### src/lsi_pkg.sv
// shared constants and carriers of the line status and interrupt block
// assumes a 200 MHz core clock; line bits arrive as enables on that clock
package lsi_pkg;
  // ==========================================
  // register map
  localparam logic [7:0] ADDR_STATUS = 8'h06;
  localparam logic [7:0] ADDR_MASK = 8'h07;
  localparam logic [7:0] STATUS_RESET = 8'h00;
  localparam logic [7:0] MASK_RESET = 8'h00;
  localparam logic [7:0] RDATA_RESET = 8'h00;
  // status bit positions
  localparam int BIT_LOOP_UP = 7;
  localparam int BIT_LOOP_DOWN = 6;
  localparam int BIT_TRANSMIT_CLOCK_IN_LOST = 5;
  localparam int BIT_ALL_ONES = 4;
  localparam int BIT_CARRIER = 3;
  localparam int BIT_CUR_LIMIT = 2;
  localparam int BIT_TX_OPEN = 1;
  localparam int BIT_PRBS = 0;
  localparam logic [7:0] LATCHED_BITS = 8'hd8;
  localparam logic [7:0] STICKY_BITS = 8'h18;
  localparam logic [7:0] COS_BITS = 8'h38;
  // ==========================================
  // timing
  localparam int CLK_MHZ = 200;
  localparam int TRANSMIT_CLOCK_LOST_NS = 5000;
  localparam int TRANSMIT_CLOCK_LOST_CYC = TRANSMIT_CLOCK_LOST_NS * CLK_MHZ / 1000;
  localparam int UA1_T1_WIN_US = 3000;
  localparam int UA1_T1_WIN_CYC = UA1_T1_WIN_US * CLK_MHZ;
  // ==========================================
  // alarm criteria
  localparam logic [8:0] UA1_E1_WIN_LAST = 9'h1ff;
  localparam logic [3:0] UA1_E1_ZEROS = 4'h2;
  localparam logic [3:0] UA1_T1_SET_MAX = 4'h5;
  localparam logic [3:0] UA1_T1_CLR_MIN = 4'h6;
  localparam logic [11:0] RCL_E1_ZEROS = 12'h0ff;
  localparam logic [11:0] RCL_E1_ZEROS_LONG = 12'h800;
  localparam logic [11:0] RCL_T1_ZEROS = 12'h0c0;
  localparam logic [11:0] RCL_T1_ZEROS_LONG = 12'h608;
  localparam logic [7:0] RCL_E1_WIN = 8'hff;
  localparam logic [7:0] RCL_E1_ONES = 8'h20;
  localparam logic [7:0] RCL_T1_WIN = 8'h70;
  localparam logic [7:0] RCL_T1_ONES = 8'h0e;
  // ==========================================
  // carriers and states
  typedef struct packed {
    logic [7:0] addr;
    logic wr;
    logic rd;
    logic [7:0] wdata;
  } lsi_port_t;
  typedef struct packed {
    logic loop_up_detected;
    logic loop_down_detected;
    logic current_limit_exceeded;
    logic transmit_open_detected;
    logic prbs_lock_detected;
  } lsi_line_t;
  typedef enum logic [1:0] {
    RCL_CLEAR = 2'b00,
    RCL_LOST = 2'b01,
    RCL_WINDOW = 2'b11
  } lsi_rcl_state_t;
endpackage

### src/lsi_line_alarms.sv
// unframed all ones and carrier loss detectors on the received bit stream
// assumes i_bit_en marks one received bit on the core clock
`timescale 1ns/1ps
module lsi_line_alarms #(
  parameter int unsigned UA1_WIN_CYC = lsi_pkg::UA1_T1_WIN_CYC
) (
  input wire logic i_clock,
  input wire logic i_srst,
  input wire logic i_bit_en,
  input wire logic i_bit,
  input wire logic i_e1_mode,
  input wire logic i_long_los,
  output logic o_ua1_alarm,
  output logic o_rcl_alarm
);
  // ==========================================
  // unframed all ones
  logic [19:0] win_q;
  logic [2:0] zeros_q;
  logic ua1_q;
  logic zero_in;
  logic win_end;
  logic [3:0] zsum;
  assign zero_in = i_bit_en & ~i_bit;
  assign zsum = {1'b0, zeros_q} + {3'h0, zero_in};
  // e1 counts bits, t1 counts core cycles of the time window
  assign win_end = i_e1_mode ? (i_bit_en && win_q[8:0] == lsi_pkg::UA1_E1_WIN_LAST)
                             : (win_q == 20'(UA1_WIN_CYC - 1));
  always_ff @(posedge i_clock)
  begin
    if (i_srst)
      win_q <= 20'h00000;
    else if (win_end)
      win_q <= 20'h00000;
    else if (i_bit_en || !i_e1_mode)
      win_q <= win_q + 20'h00001;
  end
  always_ff @(posedge i_clock)
  begin
    if (i_srst || win_end)
      zeros_q <= 3'h0;
    else if (zero_in && zeros_q != 3'h7)
      zeros_q <= zeros_q + 3'h1;
  end
  always_ff @(posedge i_clock)
  begin
    if (i_srst)
      ua1_q <= 1'b0;
    else if (win_end && i_e1_mode)
    begin
      if (zsum < lsi_pkg::UA1_E1_ZEROS)
        ua1_q <= 1'b1;
      else if (zsum > lsi_pkg::UA1_E1_ZEROS)
        ua1_q <= 1'b0;
    end
    else if (win_end)
    begin
      if (zsum <= lsi_pkg::UA1_T1_SET_MAX)
        ua1_q <= 1'b1;
      else if (zsum >= lsi_pkg::UA1_T1_CLR_MIN)
        ua1_q <= 1'b0;
    end
  end
  assign o_ua1_alarm = ua1_q;
  // ==========================================
  // carrier loss: clear window opens at the first one seen
  lsi_pkg::lsi_rcl_state_t st_q;
  logic [11:0] run_q;
  logic [11:0] run_lim;
  logic [7:0] wcnt_q;
  logic [7:0] ones_q;
  logic [7:0] win_len;
  logic [7:0] ones_thr;
  assign run_lim = i_e1_mode
    ? (i_long_los ? lsi_pkg::RCL_E1_ZEROS_LONG : lsi_pkg::RCL_E1_ZEROS)
    : (i_long_los ? lsi_pkg::RCL_T1_ZEROS_LONG : lsi_pkg::RCL_T1_ZEROS);
  assign win_len = i_e1_mode ? lsi_pkg::RCL_E1_WIN : lsi_pkg::RCL_T1_WIN;
  assign ones_thr = i_e1_mode ? lsi_pkg::RCL_E1_ONES : lsi_pkg::RCL_T1_ONES;
  always_ff @(posedge i_clock)
  begin
    if (i_srst)
      run_q <= 12'h000;
    else if (i_bit_en)
      run_q <= i_bit ? 12'h000 : (run_q == 12'hfff ? run_q : run_q + 12'h001);
  end
  always_ff @(posedge i_clock)
  begin
    if (i_srst)
    begin
      st_q <= lsi_pkg::RCL_CLEAR;
      wcnt_q <= 8'h00;
      ones_q <= 8'h00;
    end
    else if (i_bit_en)
    begin
      case (st_q)
        lsi_pkg::RCL_CLEAR:
          if (!i_bit && run_q + 12'h001 == run_lim)
            st_q <= lsi_pkg::RCL_LOST;
        lsi_pkg::RCL_LOST:
          if (i_bit)
          begin
            st_q <= lsi_pkg::RCL_WINDOW;
            wcnt_q <= 8'h01;
            ones_q <= 8'h01;
          end
        lsi_pkg::RCL_WINDOW:
        begin
          wcnt_q <= wcnt_q + 8'h01;
          ones_q <= ones_q + {7'h00, i_bit};
          if (ones_q + {7'h00, i_bit} >= ones_thr)
            st_q <= lsi_pkg::RCL_CLEAR;
          else if (wcnt_q + 8'h01 >= win_len)
            st_q <= lsi_pkg::RCL_LOST;
        end
        default:
          st_q <= lsi_pkg::RCL_CLEAR;
      endcase
    end
  end
  assign o_rcl_alarm = st_q[0];
endmodule

### src/lsi_status_interrupt.sv
// line status register, interrupt mask and active low interrupt output
// assumes a register port with one-cycle wr/rd strobes on the core clock
// and status sources on the same clock, except the transmit clock pin
//
// Operation
// - latched bit pends on its event, sets at a status write of one, holds until read, read clears it
// - cleared latched bit sets again only on a new occurrence
// - all ones and carrier loss bits survive a read while alarm persists
// - status write: ones refresh with current status, zeros keep old value
// - each status bit reaches interrupt only when same mask bit is one
// - carrier loss, all ones, clock loss interrupt on every change of state
// - change interrupts release on a status read once the last status write named the causing bit
// - other bits interrupt when set, release on a status read after a status write naming the causing bit
// - e1 all ones: set under two zeros, clear over two, per 512 bits
// - t1 all ones: set at five zeros or fewer, clear at six, per 3 ms
// - e1 carrier loss: 255 or 2048 zeros set, 32 ones in 255 clear
// - t1 carrier loss: 192 or 1544 zeros set, 14 ones in 112 clear
// - bit 7 latches when the loop-up code is received
// - bit 6 latches when the loop-down code is received
// - bit 5 live: transmit clock idle 5 us, also drives loss output
// - bit 4 latches on unframed all ones for the current mode
// - bit 3 latches on carrier loss for the current mode
// - bit 2 live: transmit current limiter active, enabled or not
// - bit 1 live: transmit outputs open circuited
// - bit 0 live: receiver locked on the pseudo-random sequence
`timescale 1ns/1ps
module lsi_status_interrupt #(
  parameter int unsigned UA1_WIN_CYC = lsi_pkg::UA1_T1_WIN_CYC
) (
  input wire logic i_clock,
  input wire logic i_srst,
  input wire lsi_pkg::lsi_port_t i_port,
  output logic [7:0] o_rdata,
  input wire logic i_line_bit_en,
  input wire logic i_line_bit,
  input wire logic i_e1_mode,
  input wire logic i_long_los,
  input wire lsi_pkg::lsi_line_t i_line,
  input wire logic i_transmit_clock_in,
  output logic o_transmit_clock_lost,
  output logic o_int_n
);

  // ==========================================
  // transmit clock supervision
  logic tck_s1_q;
  logic tck_s2_q;
  logic tck_s3_q;
  logic tck_f_q;
  logic tck_toggle;
  logic [9:0] transmit_clock_lost_cnt_q;
  logic transmit_clock_lost_q;

  always_ff @(posedge i_clock)
  begin
    if (i_srst)
    begin
      tck_s1_q <= 1'b0;
      tck_s2_q <= 1'b0;
      tck_s3_q <= 1'b0;
    end
    else
    begin
      tck_s1_q <= i_transmit_clock_in;
      tck_s2_q <= tck_s1_q;
      tck_s3_q <= tck_s2_q;
    end
  end

  // a level counts only once the last two stages agree
  assign tck_toggle = (tck_s2_q == tck_s3_q) && (tck_s2_q != tck_f_q);

  always_ff @(posedge i_clock)
  begin
    if (i_srst)
      tck_f_q <= 1'b0;
    else if (tck_s2_q == tck_s3_q)
      tck_f_q <= tck_s2_q;
  end

  // nominal 5 us; a fixed count of 1000 core cycles, with the sync delay on top
  always_ff @(posedge i_clock)
  begin
    if (i_srst || tck_toggle)
    begin
      transmit_clock_lost_cnt_q <= 10'h000;
      transmit_clock_lost_q <= 1'b0;
    end
    else if (transmit_clock_lost_cnt_q != 10'(lsi_pkg::TRANSMIT_CLOCK_LOST_CYC - 1))
      transmit_clock_lost_cnt_q <= transmit_clock_lost_cnt_q + 10'h001;
    else
      transmit_clock_lost_q <= 1'b1;
  end
  assign o_transmit_clock_lost = transmit_clock_lost_q;

  // ==========================================
  // line alarms
  logic ua1_alarm;
  logic rcl_alarm;

  lsi_line_alarms #(
    .UA1_WIN_CYC(UA1_WIN_CYC)
  ) u_alarms (
    .i_clock(i_clock),
    .i_srst(i_srst),
    .i_bit_en(i_line_bit_en),
    .i_bit(i_line_bit),
    .i_e1_mode(i_e1_mode),
    .i_long_los(i_long_los),
    .o_ua1_alarm(ua1_alarm),
    .o_rcl_alarm(rcl_alarm)
  );

  // ==========================================
  // live status vector and its edges
  logic [7:0] live;
  logic [7:0] prev_q;
  logic [7:0] rise;
  logic [7:0] change;

  assign live = {i_line.loop_up_detected,
                 i_line.loop_down_detected,
                 transmit_clock_lost_q,
                 ua1_alarm,
                 rcl_alarm,
                 i_line.current_limit_exceeded,
                 i_line.transmit_open_detected,
                 i_line.prbs_lock_detected};

  always_ff @(posedge i_clock)
  begin
    if (i_srst)
      prev_q <= lsi_pkg::STATUS_RESET;
    else
      prev_q <= live;
  end
  assign rise = live & ~prev_q;
  assign change = live ^ prev_q;

  // ==========================================
  // register port decode
  logic st_wr;
  logic st_rd;
  logic mk_wr;
  logic mk_rd;

  assign st_wr = i_port.wr && i_port.addr == lsi_pkg::ADDR_STATUS;
  assign st_rd = i_port.rd && i_port.addr == lsi_pkg::ADDR_STATUS;
  assign mk_wr = i_port.wr && i_port.addr == lsi_pkg::ADDR_MASK;
  assign mk_rd = i_port.rd && i_port.addr == lsi_pkg::ADDR_MASK;

  // ==========================================
  // pending occurrences of latched events
  logic [7:0] ev_set;
  logic [7:0] ev_q;
  logic [7:0] capture;

  assign ev_set = rise & lsi_pkg::LATCHED_BITS;
  assign capture = st_wr ? (i_port.wdata & lsi_pkg::LATCHED_BITS) : 8'h00;

  // a set in the capture cycle wins, so nothing slips past the host
  always_ff @(posedge i_clock)
  begin
    if (i_srst)
      ev_q <= lsi_pkg::STATUS_RESET;
    else
      ev_q <= (ev_q & ~capture) | ev_set;
  end

  // ==========================================
  // status register
  logic [7:0] fresh;
  logic [7:0] line_status_q;
  logic [7:0] sel_q;

  assign fresh = (lsi_pkg::LATCHED_BITS & (ev_q | ev_set | (live & lsi_pkg::STICKY_BITS)))
               | (~lsi_pkg::LATCHED_BITS & live);

  always_ff @(posedge i_clock)
  begin
    if (i_srst)
      line_status_q <= lsi_pkg::STATUS_RESET;
    else if (st_wr)
      line_status_q <= (i_port.wdata & fresh) | (~i_port.wdata & line_status_q);
    else if (st_rd)
      line_status_q <= (line_status_q & ~lsi_pkg::LATCHED_BITS)
                     | (line_status_q & live & lsi_pkg::STICKY_BITS);
  end

  // the bits named by the last status write are the ones a read acknowledges
  always_ff @(posedge i_clock)
  begin
    if (i_srst)
      sel_q <= lsi_pkg::STATUS_RESET;
    else if (st_wr)
      sel_q <= i_port.wdata;
  end

  // ==========================================
  // mask register and interrupt
  logic [7:0] interrupt_enable_mask_q;
  logic [7:0] irq_set;
  logic [7:0] irq_clr;
  logic [7:0] irq_q;
  logic int_n_q;

  always_ff @(posedge i_clock)
  begin
    if (i_srst)
      interrupt_enable_mask_q <= lsi_pkg::MASK_RESET;
    else if (mk_wr)
      interrupt_enable_mask_q <= i_port.wdata;
  end

  assign irq_set = (change & lsi_pkg::COS_BITS)
                 | (rise & ~lsi_pkg::COS_BITS);
  assign irq_clr = st_rd ? sel_q : 8'h00;

  always_ff @(posedge i_clock)
  begin
    if (i_srst)
      irq_q <= lsi_pkg::STATUS_RESET;
    else
      irq_q <= (irq_q & ~irq_clr) | irq_set;
  end

  // a masked source still pends, so unmasking later raises the line
  always_ff @(posedge i_clock)
  begin
    if (i_srst)
      int_n_q <= 1'b1;
    else
      int_n_q <= ~|(irq_q & interrupt_enable_mask_q);
  end
  assign o_int_n = int_n_q;

  // ==========================================
  // read data
  logic [7:0] rdata_q;

  always_ff @(posedge i_clock)
  begin
    if (i_srst)
      rdata_q <= lsi_pkg::RDATA_RESET;
    else if (st_rd)
      rdata_q <= line_status_q;
    else if (mk_rd)
      rdata_q <= interrupt_enable_mask_q;
    else if (i_port.rd)
      rdata_q <= lsi_pkg::RDATA_RESET;
  end
  assign o_rdata = rdata_q;
endmodule

### config.mk
export PLATFORM = sky130hd
export DESIGN_NAME = lsi_status_interrupt
export DESIGN_NICKNAME = d
export VERILOG_FILES = /design/src/lsi_pkg.sv /design/src/lsi_line_alarms.sv /design/src/lsi_status_interrupt.sv
export SDC_FILE = /design/constraint.sdc
export NUM_CORES = 1
export LEC_CHECK = 0
export BUFFER_PORTS_ARGS = -buffer_cell sky130_fd_sc_hd__buf_2
export CORE_ASPECT_RATIO = 1.1
export CORE_MARGIN = 1.5
export CORE_UTILIZATION = 50
export CTS_CLUSTER_DIAMETER = 200
export DETAILED_ROUTE_END_ITERATION = 10
export PLACE_DENSITY = 0.8
export SLEW_MARGIN = 15
export SYNTH_ARGS = -nofsm -noshare
export SYNTH_HDL_FRONTEND = slang
export SYNTH_SLANG_ARGS = --single-unit
export TNS_END_PERCENT = 50
### constraint.sdc
create_clock -name i_clock -period 2.41 [get_ports i_clock]
set_input_delay 0 -clock i_clock [delete_from_list [all_inputs] [get_ports i_clock]]
set_output_delay 0 -clock i_clock [all_outputs]
set_load 0.02 [all_outputs]
==> reports/metrics.csv <==
stage,metric,value,unit
yosys,Cell variety after synth,53,
place,routability cong.,0.885,
global_route,All-Layer GR Usage,0.225,
worst_setup_path,WP buf/inv,1,
min_path,HP Start,i_port[10],
final_layout,non-filler instance count after layout,943,
routing,Residual DRC,0,
yosys,Avg Inst Size Synth,8.23,um^2
outcome,status,"finished, violations left",
power,Leak,2.79,nW
worst_setup_path,R2R Setup Slk,-0.06,ns
timing,fin crit share,1.02,
final_layout,# diodes,0,
routing,drt initial violations,452,
timing,Worst Tran Pin Value,0.772,ns
floorplan,num rows,41,
clock_network,CTS tree,yes,
yosys,"FFs w/ async S/R, synth",0,
timing,Slew HR,0.485,
routing,final WL,13600,um
clock_network,Num CTS Buffers,17,
yosys,synthesized flop and latch total,122,
clock_network,htree depth,4,
timing,Slew Limit Fails,0,
job,max cap viols,0,
final_layout,design area,0.00719,mm^2
clock_network,clk buf depth,2,
worst_setup_path,Worst setup SP type,register,
timing,clock skew,0.00693,ns
worst_setup_path,Max Fanout on Critical Path,3,
power,worst vdd ir,551,uV
min_path,hold depth,4,
clock_network,"Clk pin slew, worst setup/hold paths",0.05,ns
clock_network,worst skew pair latency,0.42,ns
routing,detailed-route wire length per cell,14.4,um
routing,vias,5388,
final_layout,layout cells sized above 1,0.146,
worst_setup_path,Crit path arrival time,2.81,ns
yosys,sequential-to-total area share from yosys stat,0.415,
yosys,Simple-Gate Fraction of Synth Area,0.262,
floorplan,overall die width,106,um
power,Pwr Total,4.87,mW
floorplan,Starting Density,0.512,
routing,ANT nets after route,0,
timing,endpoints failing setup,1,
yosys,Post-Syn Nets,770,
worst_setup_path,Setup Crit Path Kind,reg -> reg,
global_route,vias in the first global route,5219,
worst_setup_path,worst reg2reg startpoint,u_alarms.ones_q[0],
min_path,hold endpoint,sel_q[3],
yosys,main combinational cell family by area after synthesis,simple AND/OR/NAND/NOR gates,
yosys,post-synthesis compound-gate area fraction,0.146,
yosys,Syn Inst Count,715,
power,Pwr Density,677,mW/mm^2
worst_setup_path,Worst R2R Path Depth,11,
worst_setup_path,terminus of the critical flop-to-flop path,u_alarms.st_q[1],
clock_network,CTS root buf,clkbuf_16,
timing,Final Worst Setup Slack,-0.0591,ns
floorplan,Ports,40,
global_route,initial antenna violation count,0,
timing,FMAX,405,MHz
yosys,XOR/XNOR Fraction of Synth Area,0.0640,
final_layout,NumNets Final,835,
timing,endpoints failing hold,0,
floorplan,die height,117,um
yosys,number of enable flip-flop cells after synthesis,0,
global_route,GR Overflow Total,0,
place,# port buffers,39,
yosys,post-synthesis adder-cell area fraction,0.0549,
place,DP Area,0.00631,mm^2
outcome,failing checks,negative setup slack,
timing,RSZ-0062 raised after global routing,true,
yosys,"Cell Area, Synth",0.00588,mm^2
worst_setup_path,CP Capture Type,register,
clock_network,clk sinks,122,
worst_setup_path,Worst path top cell family by delay,compound AO/OA/AOI/OAI gates,
yosys,Synth Flop Type,dfxtp_1,
min_path,worst min path class,in -> reg,
worst_setup_path,Worst EP required,2.75,ns
routing,DR vias/cell,5.71,
yosys,post-synthesis mux area share,0.0240,
worst_setup_path,crit path cell chain,ha_4 > buf_6 > nand2_4 > xnor2_2 > ha_1 > o21ai_1 > a31oi_1 > or3_1 > a32o_2 > o41ai_4 > mux2i_1,
global_route,largest net degree at the start of global routing,56,
place,Final HPWL DP,9000,um
timing,fin crit period,2.47,ns
floorplan,Die Area,0.0124,mm^2
global_route,first-pass GRT wire length,22500,um
routing,DRT Pass-1 Iters,7,
yosys,yosys warns,0,
floorplan,Core ar.,0.0115,mm^2
worst_setup_path,CP max stage cell,or3_1,
place,Place WS,-0.128,ns
worst_setup_path,CP max stage delay,0.37,ns
place,Post-Place Cells,891,
final_layout,Layout area overhead,22.2,%
final_layout,Fill cells,925,
stage by stage:
stage	setup TNS, ns	util	hold slack, ns
finish	-0.0591	0.625	0.0561
global route	-0.380	0.625	0.0702
CTS	-0.0673	0.620	0.0370
detailed placement	-0.128	0.549	0.217
global placement	0	0.549	0.212
floorplan	0	-	0.128
where the power goes:
group          leakage [nW]  switching, mW  internal [mW]
registers             0.990         0.0228           2.05
clock network         0.285          0.886           1.67
logic                  1.52          0.131          0.102
cell type report:
type | instances | area [um^2] | share of cell area
clock buffer | 21 | 460 | 0.0641
clock inverter | 11 | 144 | 0.0200
inverter | 18 | 67.6 | 0.00940
multi-input combinational | 543 | 3320 | 0.462
sequential | 122 | 2450 | 0.341
tap | 150 | 188 | 0.0261
timing repair buffer | 78 | 557 | 0.0775
repair_timing:
item	CTS	global route
pin swaps	4	7
endpoints found under the hold margin	39	0
buffers inserted	2	2
setup endpoints to repair	1	2
resized for setup	9	12
hold buffers	16	0
routing by layer:
metal	up-vias	GRT usage	wire length [um]
li1	2652	-	-
met1	2527	0.250	5750
met2	178	0.410	6870
met3	31	0.0513	685
met4	0	0.108	321
met5	-	0	0
worst max-delay path by stage:
| stage | from | endpoint | cells after the start |
|---|---|---|---|
| 3_3_place_gp | u_alarms.ones_q[0] | u_alarms.st_q[1] | 10 |
| 4_1_cts | u_alarms.ones_q[0] | u_alarms.st_q[1] | 10 |
| 6_report | u_alarms.ones_q[0] | u_alarms.st_q[1] | 11 |
| 2_1_floorplan | u_alarms.ones_q[0] | u_alarms.st_q[1] | 10 |
| 3_5_place_dp | u_alarms.ones_q[0] | u_alarms.st_q[1] | 10 |
| 5_1_grt | u_alarms.ones_q[0] | u_alarms.st_q[1] | 10 |
registers in the layout, summed over array words and instances (netlist names), 2 cells and up, named ones only:
signal	count
transmit_clock_lost_cnt_q	10
o_rdata	8
u_alarms.wcnt_q	8
ev_q	4
u_alarms.zeros_q	3
u_alarms.st_q	2
u_alarms.run_q	12
irq_q	8
u_alarms.ones_q	8
prev_q	8
interrupt_enable_mask_q	8
line_status_q	6
u_alarms.win_q	20
sel_q	8
tightest hold or removal path, cell delays in order:
cell and delay (ns):
buf_2 0.17, nor4_4 0.09, nand2_1 0.10, a21oi_1 0.07
layout by cell type, fill, tap and decap left out, drive strengths merged, types with 3 or more instances in the layout:
master         n
a21oi         72
nand2         83
inv           18
nand4          7
nor2b         16
nor2          94
clkinv         4
a211oi         3
clkinvlp       4
nor3          12
a222oi         8
buf           62
o21ai         30
or3           15
and3           8
nor4          11
dfxtp        122
or4            5
nand3b         5
bufinv         3
nand3         38
ha            25
mux2i         13
xnor2         22
dlygate4sd3   16
clkbuf        21
nand2b        14
a22oi          8
a31oi          7
xor2          21
cells in the mapped netlist, drive strengths merged (15+ instances only):
master	n	share of area
inv	17	0.011
nor2	94	0.060
nand2	83	0.053
a21oi	72	0.061
o21ai	30	0.026
xnor2	22	0.033
or3	15	0.016
nor2b	16	0.017
nand3	38	0.032
xor2	21	0.031
dfxtp	122	0.42
clkbuf	19	0.012
ha	25	0.053
cells by family after synthesis:
family                   after synthesis
XOR/XNOR                              43
adder cells (fa/ha/maj)               26
AND/OR/NAND/NOR                      316
AO/OA/AOI/OAI                        144
flip-flops                           122
multiplexers                          14
buffers and inverters                 50
Power figures use the tool's default switching activity.
